[src/rtl/anim_ctrl_pkg.sv]
// Package: register map, field layout, reset values and timing constants of the animation player.
//
// Function
// - Blink-suppress bit kills all LED blinking.
// - Scroll sequence rests on first/last frame.
// - Length field n plays n+1 frames, at most 36.
// - Hold code times 32.5ms; zero plays once.
// - Fade between frames, not in blocks.
// - Direction bit: zero right, one left.
// - Group bit: full matrix or five-LED blocks.
// - Scroll enable scrolls during playback only.
// - Repeat code sets loops; 111 endless.
// - Host rewrite of repeat stops endless play.
// - Period bit selects 1.5s or 3s.
// - Segment count limits scan to lines 0..n.
// - Twelve segments refresh near 430Hz.
// - Drive level maps linearly to current.
// - Reset values 0x20 and 0x00.
// - Separate start index begins sequence.
package anim_ctrl_pkg;

    // ------------------------------------------------------------------
    // Register offsets
    // ------------------------------------------------------------------
    localparam logic [7:0] ADDR_ANIMATION_MODE_CTRL = 8'h02;
    localparam logic [7:0] ADDR_FRAME_HOLD_SCROLL_CTRL = 8'h03;
    localparam logic [7:0] ADDR_LOOP_BLINK_SCAN_CTRL = 8'h04;
    localparam logic [7:0] ADDR_LED_DRIVE_LEVEL = 8'h05;

    // ------------------------------------------------------------------
    // Reset values
    // ------------------------------------------------------------------
    localparam logic [7:0] RST_ANIMATION_MODE_CTRL = 8'h00;
    localparam logic [7:0] RST_FRAME_HOLD_SCROLL_CTRL = 8'h00;
    localparam logic [7:0] RST_LOOP_BLINK_SCAN_CTRL = 8'h20;
    localparam logic [7:0] RST_LED_DRIVE_LEVEL = 8'h00;

    // ------------------------------------------------------------------
    // Field positions
    // ------------------------------------------------------------------
    localparam int BIT_BLINK_OFF = 7;
    localparam int BIT_STOP_ON_FINAL = 6;
    localparam int BIT_FADE = 7;
    localparam int BIT_SHIFT_LEFT = 6;
    localparam int BIT_BLOCK_GROUP = 5;
    localparam int BIT_SCROLL_EN = 4;
    localparam int BIT_LONG_BLINK = 4;
    localparam logic [2:0] REPEAT_ENDLESS = 3'h7;
    localparam logic [3:0] HOLD_ONCE = 4'h0;
    localparam logic [5:0] MAX_SEQ_LAST = 6'h23;
    localparam logic [3:0] MAX_SEG_LAST = 4'hb;

    // ------------------------------------------------------------------
    // Timing, at a 100 MHz system clock
    // ------------------------------------------------------------------
    localparam int CLK_PERIOD_PS = 10000;
    localparam longint HOLD_STEP_PS = 64'd32500000000;
    localparam int HOLD_STEP_CYC = int'(HOLD_STEP_PS / CLK_PERIOD_PS);
    localparam longint BLINK_SHORT_PS = 64'd1500000000000;
    localparam int BLINK_HALF_CYC = int'(BLINK_SHORT_PS / CLK_PERIOD_PS / 2);
    localparam int REFRESH_HZ = 430;
    localparam int SEG_SLOT_CYC = 100000000 / (REFRESH_HZ * 12);

    // Decoded control view handed between processes.
    typedef struct packed {
        logic blink_off;
        logic stop_on_final;
        logic [5:0] seq_last;
        logic fade;
        logic shift_left;
        logic block_group;
        logic scroll_en;
        logic [3:0] hold_code;
        logic [2:0] repeat_code;
        logic long_blink;
        logic [3:0] seg_last;
    } ctrl_s;

endpackage

[src/rtl/led_matrix_movie_scroll_ctrl.sv]
// Animation player: control registers, frame sequencing, scrolling, blinking and scan.
`timescale 1ns/100ps
`default_nettype none

module led_matrix_movie_scroll_ctrl #(
    parameter int HOLD_STEP_CYC = anim_ctrl_pkg::HOLD_STEP_CYC,
    parameter int BLINK_HALF_CYC = anim_ctrl_pkg::BLINK_HALF_CYC,
    parameter int SEG_SLOT_CYC = anim_ctrl_pkg::SEG_SLOT_CYC
) (
    // Clock, reset, enable.
    input wire logic I_SYS_CLK,
    input wire logic I_RST_B,
    input wire logic I_CLK_EN,
    // Register port from the serial interface logic.
    input wire logic I_REG_WR,
    input wire logic [7:0] I_REG_ADDR,
    input wire logic [7:0] I_REG_WDATA,
    output logic [7:0] O_REG_RDATA,
    // Sequence start from the neighbouring start register.
    input wire logic I_SEQ_START,
    input wire logic [5:0] I_SEQ_FIRST,
    // Display drive.
    output logic O_PLAYING,
    output logic [5:0] O_FRAME,
    output logic O_SHIFT_STEP,
    output logic O_SHIFT_LEFT,
    output logic O_BLOCK_GROUP,
    output logic O_FADE,
    output logic O_BLINK_PHASE,
    output logic O_BLINK_OFF,
    output logic [3:0] O_COLUMN_SOURCE_LINE,
    output logic O_SEG_STROBE,
    output logic [7:0] O_DRIVE_LEVEL
);

    // ------------------------------------------------------------------
    // Register storage
    // ------------------------------------------------------------------
    logic [7:0] animation_mode_ctrl; // Blink off, stop-on-final, length.
    logic [7:0] frame_hold_scroll_ctrl; // Fade, scroll options, hold code.
    logic [7:0] loop_blink_scan_ctrl; // Repeat, blink period, segment count.
    logic [7:0] led_drive_level; // Analog drive level.
    anim_ctrl_pkg::ctrl_s ctrl; // Decoded fields.

    // Field decode is plain wiring.
    always_comb begin
        ctrl.blink_off = animation_mode_ctrl[anim_ctrl_pkg::BIT_BLINK_OFF];
        ctrl.stop_on_final = animation_mode_ctrl[anim_ctrl_pkg::BIT_STOP_ON_FINAL];
        ctrl.seq_last = animation_mode_ctrl[5:0];
        ctrl.fade = frame_hold_scroll_ctrl[anim_ctrl_pkg::BIT_FADE];
        ctrl.shift_left = frame_hold_scroll_ctrl[anim_ctrl_pkg::BIT_SHIFT_LEFT];
        ctrl.block_group = frame_hold_scroll_ctrl[anim_ctrl_pkg::BIT_BLOCK_GROUP];
        ctrl.scroll_en = frame_hold_scroll_ctrl[anim_ctrl_pkg::BIT_SCROLL_EN];
        ctrl.hold_code = frame_hold_scroll_ctrl[3:0];
        ctrl.repeat_code = loop_blink_scan_ctrl[7:5];
        ctrl.long_blink = loop_blink_scan_ctrl[anim_ctrl_pkg::BIT_LONG_BLINK];
        ctrl.seg_last = loop_blink_scan_ctrl[3:0];
    end

    // ------------------------------------------------------------------
    // Register writes
    // ------------------------------------------------------------------
    // Writes to other offsets belong to neighbouring blocks and are ignored here.
    always_ff @(posedge I_SYS_CLK or negedge I_RST_B) begin
        if (!I_RST_B) begin
            animation_mode_ctrl <= anim_ctrl_pkg::RST_ANIMATION_MODE_CTRL;
            frame_hold_scroll_ctrl <= anim_ctrl_pkg::RST_FRAME_HOLD_SCROLL_CTRL;
            loop_blink_scan_ctrl <= anim_ctrl_pkg::RST_LOOP_BLINK_SCAN_CTRL;
            led_drive_level <= anim_ctrl_pkg::RST_LED_DRIVE_LEVEL;
        end else if (I_CLK_EN && I_REG_WR) begin
            if (I_REG_ADDR == anim_ctrl_pkg::ADDR_ANIMATION_MODE_CTRL) begin
                animation_mode_ctrl <= I_REG_WDATA;
            end else if (I_REG_ADDR == anim_ctrl_pkg::ADDR_FRAME_HOLD_SCROLL_CTRL) begin
                frame_hold_scroll_ctrl <= I_REG_WDATA;
            end else if (I_REG_ADDR == anim_ctrl_pkg::ADDR_LOOP_BLINK_SCAN_CTRL) begin
                loop_blink_scan_ctrl <= I_REG_WDATA;
            end else if (I_REG_ADDR == anim_ctrl_pkg::ADDR_LED_DRIVE_LEVEL) begin
                led_drive_level <= I_REG_WDATA;
            end
        end
    end

    // ------------------------------------------------------------------
    // Register reads
    // ------------------------------------------------------------------
    // Read data is registered; unmapped offsets read as zero.
    always_ff @(posedge I_SYS_CLK or negedge I_RST_B) begin
        if (!I_RST_B) begin
            O_REG_RDATA <= 8'h00;
        end else if (I_CLK_EN) begin
            if (I_REG_ADDR == anim_ctrl_pkg::ADDR_ANIMATION_MODE_CTRL) begin
                O_REG_RDATA <= animation_mode_ctrl;
            end else if (I_REG_ADDR == anim_ctrl_pkg::ADDR_FRAME_HOLD_SCROLL_CTRL) begin
                O_REG_RDATA <= frame_hold_scroll_ctrl;
            end else if (I_REG_ADDR == anim_ctrl_pkg::ADDR_LOOP_BLINK_SCAN_CTRL) begin
                O_REG_RDATA <= loop_blink_scan_ctrl;
            end else if (I_REG_ADDR == anim_ctrl_pkg::ADDR_LED_DRIVE_LEVEL) begin
                O_REG_RDATA <= led_drive_level;
            end else begin
                O_REG_RDATA <= 8'h00;
            end
        end
    end

    // ------------------------------------------------------------------
    // Frame hold timer
    // ------------------------------------------------------------------
    logic [23:0] step_cnt; // Cycles within one 32.5 ms step.
    logic [3:0] hold_cnt; // Steps elapsed for the current frame.
    logic hold_done; // Current frame has shown long enough.
    logic [5:0] seq_len_m1; // Frames minus one, clamped to the memory size.
    logic step_tick;

    assign step_tick = (step_cnt == 24'(HOLD_STEP_CYC - 1));
    // Code zero shows each frame for one step, so the sequence still advances once.
    assign hold_done = step_tick &&
        ((ctrl.hold_code == anim_ctrl_pkg::HOLD_ONCE) || (hold_cnt == ctrl.hold_code - 4'h1));
    assign seq_len_m1 = (ctrl.seq_last > anim_ctrl_pkg::MAX_SEQ_LAST) ?
        anim_ctrl_pkg::MAX_SEQ_LAST : ctrl.seq_last;

    // The timer counts only while a sequence plays and restarts on each frame.
    always_ff @(posedge I_SYS_CLK or negedge I_RST_B) begin
        if (!I_RST_B) begin
            step_cnt <= 24'h000000;
            hold_cnt <= 4'h0;
        end else if (I_CLK_EN) begin
            if (!O_PLAYING || I_SEQ_START) begin
                step_cnt <= 24'h000000;
                hold_cnt <= 4'h0;
            end else if (step_tick) begin
                step_cnt <= 24'h000000;
                hold_cnt <= hold_done ? 4'h0 : hold_cnt + 4'h1;
            end else begin
                step_cnt <= step_cnt + 24'h000001;
            end
        end
    end

    // ------------------------------------------------------------------
    // Sequence player
    // ------------------------------------------------------------------
    logic [5:0] frame_idx; // Offset of the shown frame within the sequence.
    logic [2:0] loops_done; // Loops completed so far.
    logic last_frame;

    assign last_frame = (frame_idx == seq_len_m1);

    // A loop ends at the last frame; endless play rechecks the live repeat code,
    // so rewriting it to a finite code stops playback at the first loop end where loops_done + 1 is not below that code.
    always_ff @(posedge I_SYS_CLK or negedge I_RST_B) begin
        if (!I_RST_B) begin
            O_PLAYING <= 1'b0;
            frame_idx <= 6'h00;
            loops_done <= 3'h0;
            O_FRAME <= 6'h00;
            O_SHIFT_STEP <= 1'b0;
        end else if (I_CLK_EN) begin
            O_SHIFT_STEP <= 1'b0;
            if (I_SEQ_START) begin
                O_PLAYING <= 1'b1;
                frame_idx <= 6'h00;
                loops_done <= 3'h0;
                O_FRAME <= I_SEQ_FIRST;
            end else if (O_PLAYING && hold_done) begin
                O_SHIFT_STEP <= ctrl.scroll_en;
                if (!last_frame) begin
                    frame_idx <= frame_idx + 6'h01;
                    O_FRAME <= O_FRAME + 6'h01;
                end else if (ctrl.repeat_code == anim_ctrl_pkg::REPEAT_ENDLESS ||
                             loops_done + 3'h1 < ctrl.repeat_code) begin
                    loops_done <= loops_done + 3'h1;
                    frame_idx <= 6'h00;
                    O_FRAME <= O_FRAME - seq_len_m1;
                end else begin
                    O_PLAYING <= 1'b0;
                    // A scrolled sequence rests on its first or last frame.
                    if (ctrl.scroll_en && !ctrl.stop_on_final) begin
                        O_FRAME <= O_FRAME - seq_len_m1;
                    end
                end
            end
        end
    end

    // ------------------------------------------------------------------
    // Scroll and fade controls
    // ------------------------------------------------------------------
    // Fade is forced off in block mode since the split sources cannot cross-fade.
    always_ff @(posedge I_SYS_CLK or negedge I_RST_B) begin
        if (!I_RST_B) begin
            O_SHIFT_LEFT <= 1'b0;
            O_BLOCK_GROUP <= 1'b0;
            O_FADE <= 1'b0;
        end else if (I_CLK_EN) begin
            O_SHIFT_LEFT <= ctrl.shift_left;
            O_BLOCK_GROUP <= ctrl.block_group;
            O_FADE <= ctrl.fade && !ctrl.block_group && O_PLAYING;
        end
    end

    // ------------------------------------------------------------------
    // Blink timebase
    // ------------------------------------------------------------------
    logic [27:0] blink_cnt; // Cycles in the current blink half period.

    // The long period doubles the half-period count rather than using a second counter.
    always_ff @(posedge I_SYS_CLK or negedge I_RST_B) begin
        if (!I_RST_B) begin
            blink_cnt <= 28'h0000000;
            O_BLINK_PHASE <= 1'b0;
            O_BLINK_OFF <= 1'b0;
        end else if (I_CLK_EN) begin
            O_BLINK_OFF <= ctrl.blink_off;
            if (ctrl.blink_off) begin
                blink_cnt <= 28'h0000000;
                O_BLINK_PHASE <= 1'b0;
            end else if (blink_cnt >= (ctrl.long_blink ? 28'(2 * BLINK_HALF_CYC - 1) :
                                        28'(BLINK_HALF_CYC - 1))) begin
                blink_cnt <= 28'h0000000;
                O_BLINK_PHASE <= !O_BLINK_PHASE;
            end else begin
                blink_cnt <= blink_cnt + 28'h0000001;
            end
        end
    end

    // ------------------------------------------------------------------
    // Segment scan
    // ------------------------------------------------------------------
    logic [19:0] slot_cnt; // Cycles within one segment slot.

    // Fixed slot time: fewer segments means a shorter full pass, hence faster refresh.
    always_ff @(posedge I_SYS_CLK or negedge I_RST_B) begin
        if (!I_RST_B) begin
            slot_cnt <= 20'h00000;
            O_COLUMN_SOURCE_LINE <= 4'h0;
            O_SEG_STROBE <= 1'b0;
        end else if (I_CLK_EN) begin
            O_SEG_STROBE <= 1'b0;
            if (slot_cnt == 20'(SEG_SLOT_CYC - 1)) begin
                slot_cnt <= 20'h00000;
                O_SEG_STROBE <= 1'b1;
                if (O_COLUMN_SOURCE_LINE >= ctrl.seg_last ||
                    O_COLUMN_SOURCE_LINE >= anim_ctrl_pkg::MAX_SEG_LAST) begin
                    O_COLUMN_SOURCE_LINE <= 4'h0;
                end else begin
                    O_COLUMN_SOURCE_LINE <= O_COLUMN_SOURCE_LINE + 4'h1;
                end
            end else begin
                slot_cnt <= slot_cnt + 20'h00001;
            end
        end
    end

    // ------------------------------------------------------------------
    // Drive level
    // ------------------------------------------------------------------
    // The analog DAC converts this code linearly; zero gives no current.
    always_ff @(posedge I_SYS_CLK or negedge I_RST_B) begin
        if (!I_RST_B) begin
            O_DRIVE_LEVEL <= 8'h00;
        end else if (I_CLK_EN) begin
            O_DRIVE_LEVEL <= led_drive_level;
        end
    end

endmodule
`default_nettype wire

[config.mk]
export PLATFORM = sky130hd
export DESIGN_NAME = led_matrix_movie_scroll_ctrl
export DESIGN_NICKNAME = d
export VERILOG_FILES = /design/src/rtl/anim_ctrl_pkg.sv /design/src/rtl/led_matrix_movie_scroll_ctrl.sv
export SDC_FILE = /design/constraint.sdc
export NUM_CORES = 1
export LEC_CHECK = 0
export BUFFER_PORTS_ARGS = -buffer_cell sky130_fd_sc_hd__buf_2
export CAP_MARGIN = 30
export CORE_MARGIN = 1.5
export CORE_UTILIZATION = 52
export CTS_BUF_LIST = sky130_fd_sc_hd__clkbuf_2
export DETAILED_ROUTE_END_ITERATION = 8
export GPL_TIMING_DRIVEN = 0
export PLACE_DENSITY = 0.68
export SLEW_MARGIN = 20
export SYNTH_ARGS = -nofsm -noshare
export SYNTH_HDL_FRONTEND = slang
export SYNTH_SLANG_ARGS = --single-unit
[constraint.sdc]
create_clock -name I_SYS_CLK -period 9.1 [get_ports I_SYS_CLK]
set_input_delay 0.455 -clock I_SYS_CLK [delete_from_list [all_inputs] [get_ports I_SYS_CLK]]
set_output_delay 0.455 -clock I_SYS_CLK [all_outputs]
set_load 0.05 [all_outputs]
* Yosys cells after proc, flatten, opt, wreduce, memory -nomap -nowiden
Index checks and enable logic that the tools add are counted. Widths: inputs -> output; s select.
Storage, ports and cells: bits in registers 151, logic and storage cells 120, bits of input ports 27, output and inout bits 34
Cells by class: add/subtract/negate cells 10, bitwise operators 3, muxes and demuxes 37, equal/unequal tests 12, reductions and logical operators 31, magnitude comparators 5
Operators with widths (count):
- $mux 28 | 3
- $mux 6 | 10
- $mux 24 | 2
- $mux 8 | 4
- $add 28x1->28 const B | 1
- $ge 28x28->1 | 1
- $add 24x1->24 const B | 1
- $eq 24x22->1 const B | 1
- $add 20x1->20 const B | 1
- $eq 20x15->1 const B | 1
- $mux 20 | 1
- $eq 8x2->1 const B | 2
- $eq 8x3->1 const B | 2
- $mux 4 | 4
- $add 6x1->6 const B | 2
- $mux 3 | 4
- $reduce_and 4->1 | 3
- $reduce_bool 2->1 | 5
- $mux 1 | 9
- $reduce_and 3->1 | 3
- $add 4x1->4 const B | 2
- $reduce_and 2->1 | 4
- $eq 6x6->1 | 1
- $gt 6x6->1 const B | 1
- 17 further kinds | 30

* Depth between registers and ports, before layout
depth in word-level cells 8, mapped depth 14, gate-level depth less buffers 13

* Least setup slack after synthesis
Ideal clock, no wire load.
path type register to register, start register frame_idx[2], end register O_FRAME[3], stages on the path, launching flop included 15, arrival 3172 ps, slack 5803 ps, period minus slack after synthesis 3297 ps, required time 8975 ps, buffers on the path 1, library setup time 125 ps, path through dfrtp_1 > clkbuf_1 > xor2_1 > nor3_1 > a2bb2oi_1 > nand2_1 > or3_1 > inv_1 > ha_1 > nor2b_1 > o21ai_0 > or3b_2 > nand2_1 > o21ai_0 > mux2_4
Between the ends: word-level cells in the longest chain between the ends 4, elaborated cells on any way between the ends 6, classes of those cells eq/ne (2); mux (3); reduce/logical (1)
RTL lines:
- from (decl) | RTL line led_matrix_movie_scroll_ctrl.sv:142 | logic [5:0] frame_idx;
- from (signal assigned) | RTL line led_matrix_movie_scroll_ctrl.sv:167 | frame_idx <= frame_idx + 6'h01;
- $eq 6x6->1 (*) | RTL line led_matrix_movie_scroll_ctrl.sv:146 | assign last_frame = (frame_idx == seq_len_m1);
- $mux 6 | RTL line led_matrix_movie_scroll_ctrl.sv:166 | if (!last_frame) begin
- $mux 6 | RTL line led_matrix_movie_scroll_ctrl.sv:164 | end else if (O_PLAYING && hold_done) begin
- $mux 6 | RTL line led_matrix_movie_scroll_ctrl.sv:159 | if (I_SEQ_START) begin
- to (signal assigned) | RTL line led_matrix_movie_scroll_ctrl.sv:168 | O_FRAME <= O_FRAME + 6'h01;
- to (signal assigned) | RTL line led_matrix_movie_scroll_ctrl.sv:173 | O_FRAME <= O_FRAME - seq_len_m1;
- to (signal assigned) | RTL line led_matrix_movie_scroll_ctrl.sv:178 | O_FRAME <= O_FRAME - seq_len_m1;
- to (decl) | RTL line led_matrix_movie_scroll_ctrl.sv:24 | output logic [5:0] O_FRAME,
Every way passes the cells marked *; elsewhere a longest branch is shown, timed or not. The select of a mux whose other input is x is not followed. A chain may end at the register's enable or synchronous reset.

* Final worst setup path
start register frame_idx[2], end register O_FRAME[5]
Same word-level chain as after synthesis.

==> results.py <==
metrics = {
    "yosys": {
        "syn_avg_cell_area_um2": 10.2,
        "synth.top_cell.area_share_pct": 45.6,
        "netlist_area_mm2": 0.00823,
        "synthTopCellsByArea": "dfrtp_1 46%, mux2_2 5.9%, ha_1 4.7%, xnor2_1 4.4%, nor2_1 4.3%",
        "synth_edf_count": 0,
        "synthCells": 805,
        "ys_types": 76,
        "synth_seq_cells": 151,
        "synth_ff_type": "dfrtp_1",
        "yosysWarnings": 0,
        "yosys.cell_count.top_type": "dfrtp_1",
        "yosys-top-cells-count": "150 x dfrtp_1, 94 x nor2_1, 57 x nand2_1",
        "synth_top_area_cell": "dfrtp_1",
        "async_flop_share_pct": 100,
        "synth_nets": 864,
        "yosysSeqAreaShare_pct": 45.9,
    },
    "cts": {
        "cts.htree.levels": 4,
        "path_clk_slew_ns": 0.23,
        "clock_latency_ns": 0.73,
        "cts_made_buffers": 17,
        "tritoncts": "built",
        "clockBufferDepth": 2,
        "cts-root-buf": "clkbuf_2",
        "cts_sinks": 151,
    },
    "pwr": {
        "powerDensity_mw_per_mm2": 167,
        "p_leak_nw": 4.23,
        "max-vdd-ir-drop_mv": 0.0941,
        "p_total_mw": 1.54,
    },
    "routing": {
        "first_pass_iters": 5,
        "drt_iter0_drc": 513,
        "drc": 0,
        "wire_per_inst_um": 17.0,
        "via_per_inst": 5.79,
        "antenna_left": 0,
        "wirelength_mm": 19.1,
        "route.vias.total": 6523,
    },
    "final_layout": {
        "drive_gt1_share_pct": 18.3,
        "area_growth_pct": 12.1,
        "nNetsFinal": 960,
    },
    "sta": {
        "max_slew_margin_pct": 47.3,
        "slew_violations": 0,
        "setup_viol": 0,
        "tightest_slew_ns": 0.788,
        "finalHoldViolCount": 0,
        "post-route-period-util_pct": 42.6,
        "clock_skew_ns": 0.0231,
        "grt_setup_unrepaired": "no",
        "fin_tns_setup_ns": 0,
        "fmax_ghz": 0.258,
        "min_period_ns": 3.88,
    },
    "place": {
        "port_buffers": 60,
        "gp_congestion": 0.849,
        "hpwl_mm": 13.8,
    },
    "critical_path": {
        "critical_path.max_fanout": 9,
        "end_kind": "flip-flop",
        "critPathKind": "flip-flop to flip-flop",
        "cp_data_arrival_time_ns": 4.52,
        "cp.required_ns": 9.74,
        "cp-start-kind": "flip-flop",
    },
    "min_path": {
        "hold_class": "input port to flip-flop",
    },
    "floorplanning": {
        "die_h_um": 129,
        "start_util_pct": 53.7,
        "dieArea_mm2": 0.0166,
        "rows": 45,
        "design.core.area_mm2": 0.0153,
        "ios": 61,
        "die_w_um": 129,
    },
    "grt": {
        "grt_pass1_wl_mm": 31.6,
        "grt_use_total_pct": 24.3,
        "first_global_vias": 6298,
        "gr-total-overflow": 0,
        "grt_max_degree": 87,
        "antenna_found_initial": 1,
    },
    "status": {
        "status": "finished clean",
    },
    "flow_run": {
        "drv_cap": 0,
    },
}
-- repair_timing --
action | in CTS | in global routing
resized for setup | 0 | 0
setup buffers | 0 | 0
hold endpoints to repair | 120 | 0
hold buffers | 14 | 0
-- power by group --
part	internal [mW]	switching, mW
Clock	0.126	0.253
Combinational	0.144	0.222
Sequential	0.730	0.0670
Total	1.00	0.542
-- sequential cells by signal (all words and copies together) (netlist names), 3 cells and up --
name                    count
step_cnt                   24
O_FRAME                     6
animation_mode_ctrl         8
frame_hold_scroll_ctrl      8
O_REG_RDATA                 8
O_COLUMN_SOURCE_LINE        4
loops_done                  3
slot_cnt                   20
blink_cnt                  28
led_drive_level             8
hold_cnt                    4
frame_idx                   6
loop_blink_scan_ctrl        8
O_DRIVE_LEVEL               8
-- per-layer routing --
metal  vias to the layer above  track usage [%]  share of wire (%)
li1                       3123                -                  -
met1                      3208             33.5                 46
met2                       169             38.9                 47
met3                        23             4.49                4.9
met4                         0             8.06                1.5
met5                         -                0                  0
-- path summary, 6_finish.rpt --
check                               start            end  slack, ns  cells after the start
min                        I_SEQ_FIRST[5]     O_FRAME[5]       0.08                      4
max reg2reg                  frame_idx[2]     O_FRAME[5]       5.22                     14
max                          frame_idx[2]     O_FRAME[5]       5.22                     14
min reg2reg                  slot_cnt[19]   slot_cnt[19]       0.50                      1
max in group asynchronous         I_RST_B  blink_cnt[11]       8.07                      3
min in group asynchronous         I_RST_B   slot_cnt[11]       0.28                      2
-- final cells by class --
class	count	area, um^2
well taps	211	264
diodes	1	2.50
plain buffers	23	95.1
multi-input cells	602	4250
repair buffers	77	488
inverters	29	109
clock buffers	17	85.1
clock inverters	15	154
flip-flops and latches	151	3780
fillers	1329	6090
-- cells by family (layout without fill, tap and decap cells) --
kind of cell | Yosys count | in the layout | share of synthesized area [%]
XOR/XNOR | 67 | 67 | 7.31
AO/OA/AOI/OAI | 140 | 140 | 12.5
flip-flops | 151 | 151 | 45.9
adder cells (fa/ha/maj) | 32 | 32 | 4.96
buffers and inverters | 52 | 161 | 2.48
multiplexers | 51 | 51 | 7.04
AND/OR/NAND/NOR | 312 | 312 | 19.8
other | 0 | 1 | 0
-- cell usage in the layout (no fill, tap or decap), drive strengths merged, types with 13 or more instances in the layout --
| master | n |
|---|---|
| a21oi | 25 |
| dfrtp | 150 |
| nor3 | 16 |
| xor2 | 25 |
| clkbuf | 34 |
| o21ai | 32 |
| nand2 | 57 |
| buf | 69 |
| and3 | 14 |
| nand3 | 35 |
| ha | 31 |
| mux2 | 46 |
| inv | 31 |
| nand4 | 21 |
| a22o | 13 |
| xnor2 | 41 |
| dlygate4sd3 | 14 |
| nor2 | 95 |
-- critical path, cell delays in order, from the launching register on --
cell and delay [ns]:
dfrtp_1 0.41, clkbuf_1 0.18, xor2_1 0.18, nor3_1 0.31, a2bb2oi_1 0.47, nand2_1 0.31
or3_1 0.46, inv_1 0.08, ha_1 0.21, nor2b_1 0.16, o311a_1 0.30, a311oi_1 0.29
a31oi_1 0.07, o31ai_1 0.24, mux2i_1 0.10
-- per-stage QoR --
step | setup WS, ns | hold slack, ns | utilization [%] | cells | area (um^2)
after floorplan | 5.80 | 0.159 | - | 805 | 8230
after CTS | 5.30 | 0.0172 | 60.2 | 1124 | 9220
after detailed placement | 5.34 | 0.468 | 57.7 | 1078 | 8840
after global routing | 4.88 | 0.0495 | 60.2 | 1126 | 9220
after global placement | 5.37 | 0.460 | 57.4 | 1076 | 8790
final | 5.22 | 0.0784 | 60.2 | 1126 | 9220
No activity file was read; power rests on OpenSTA's default activity.
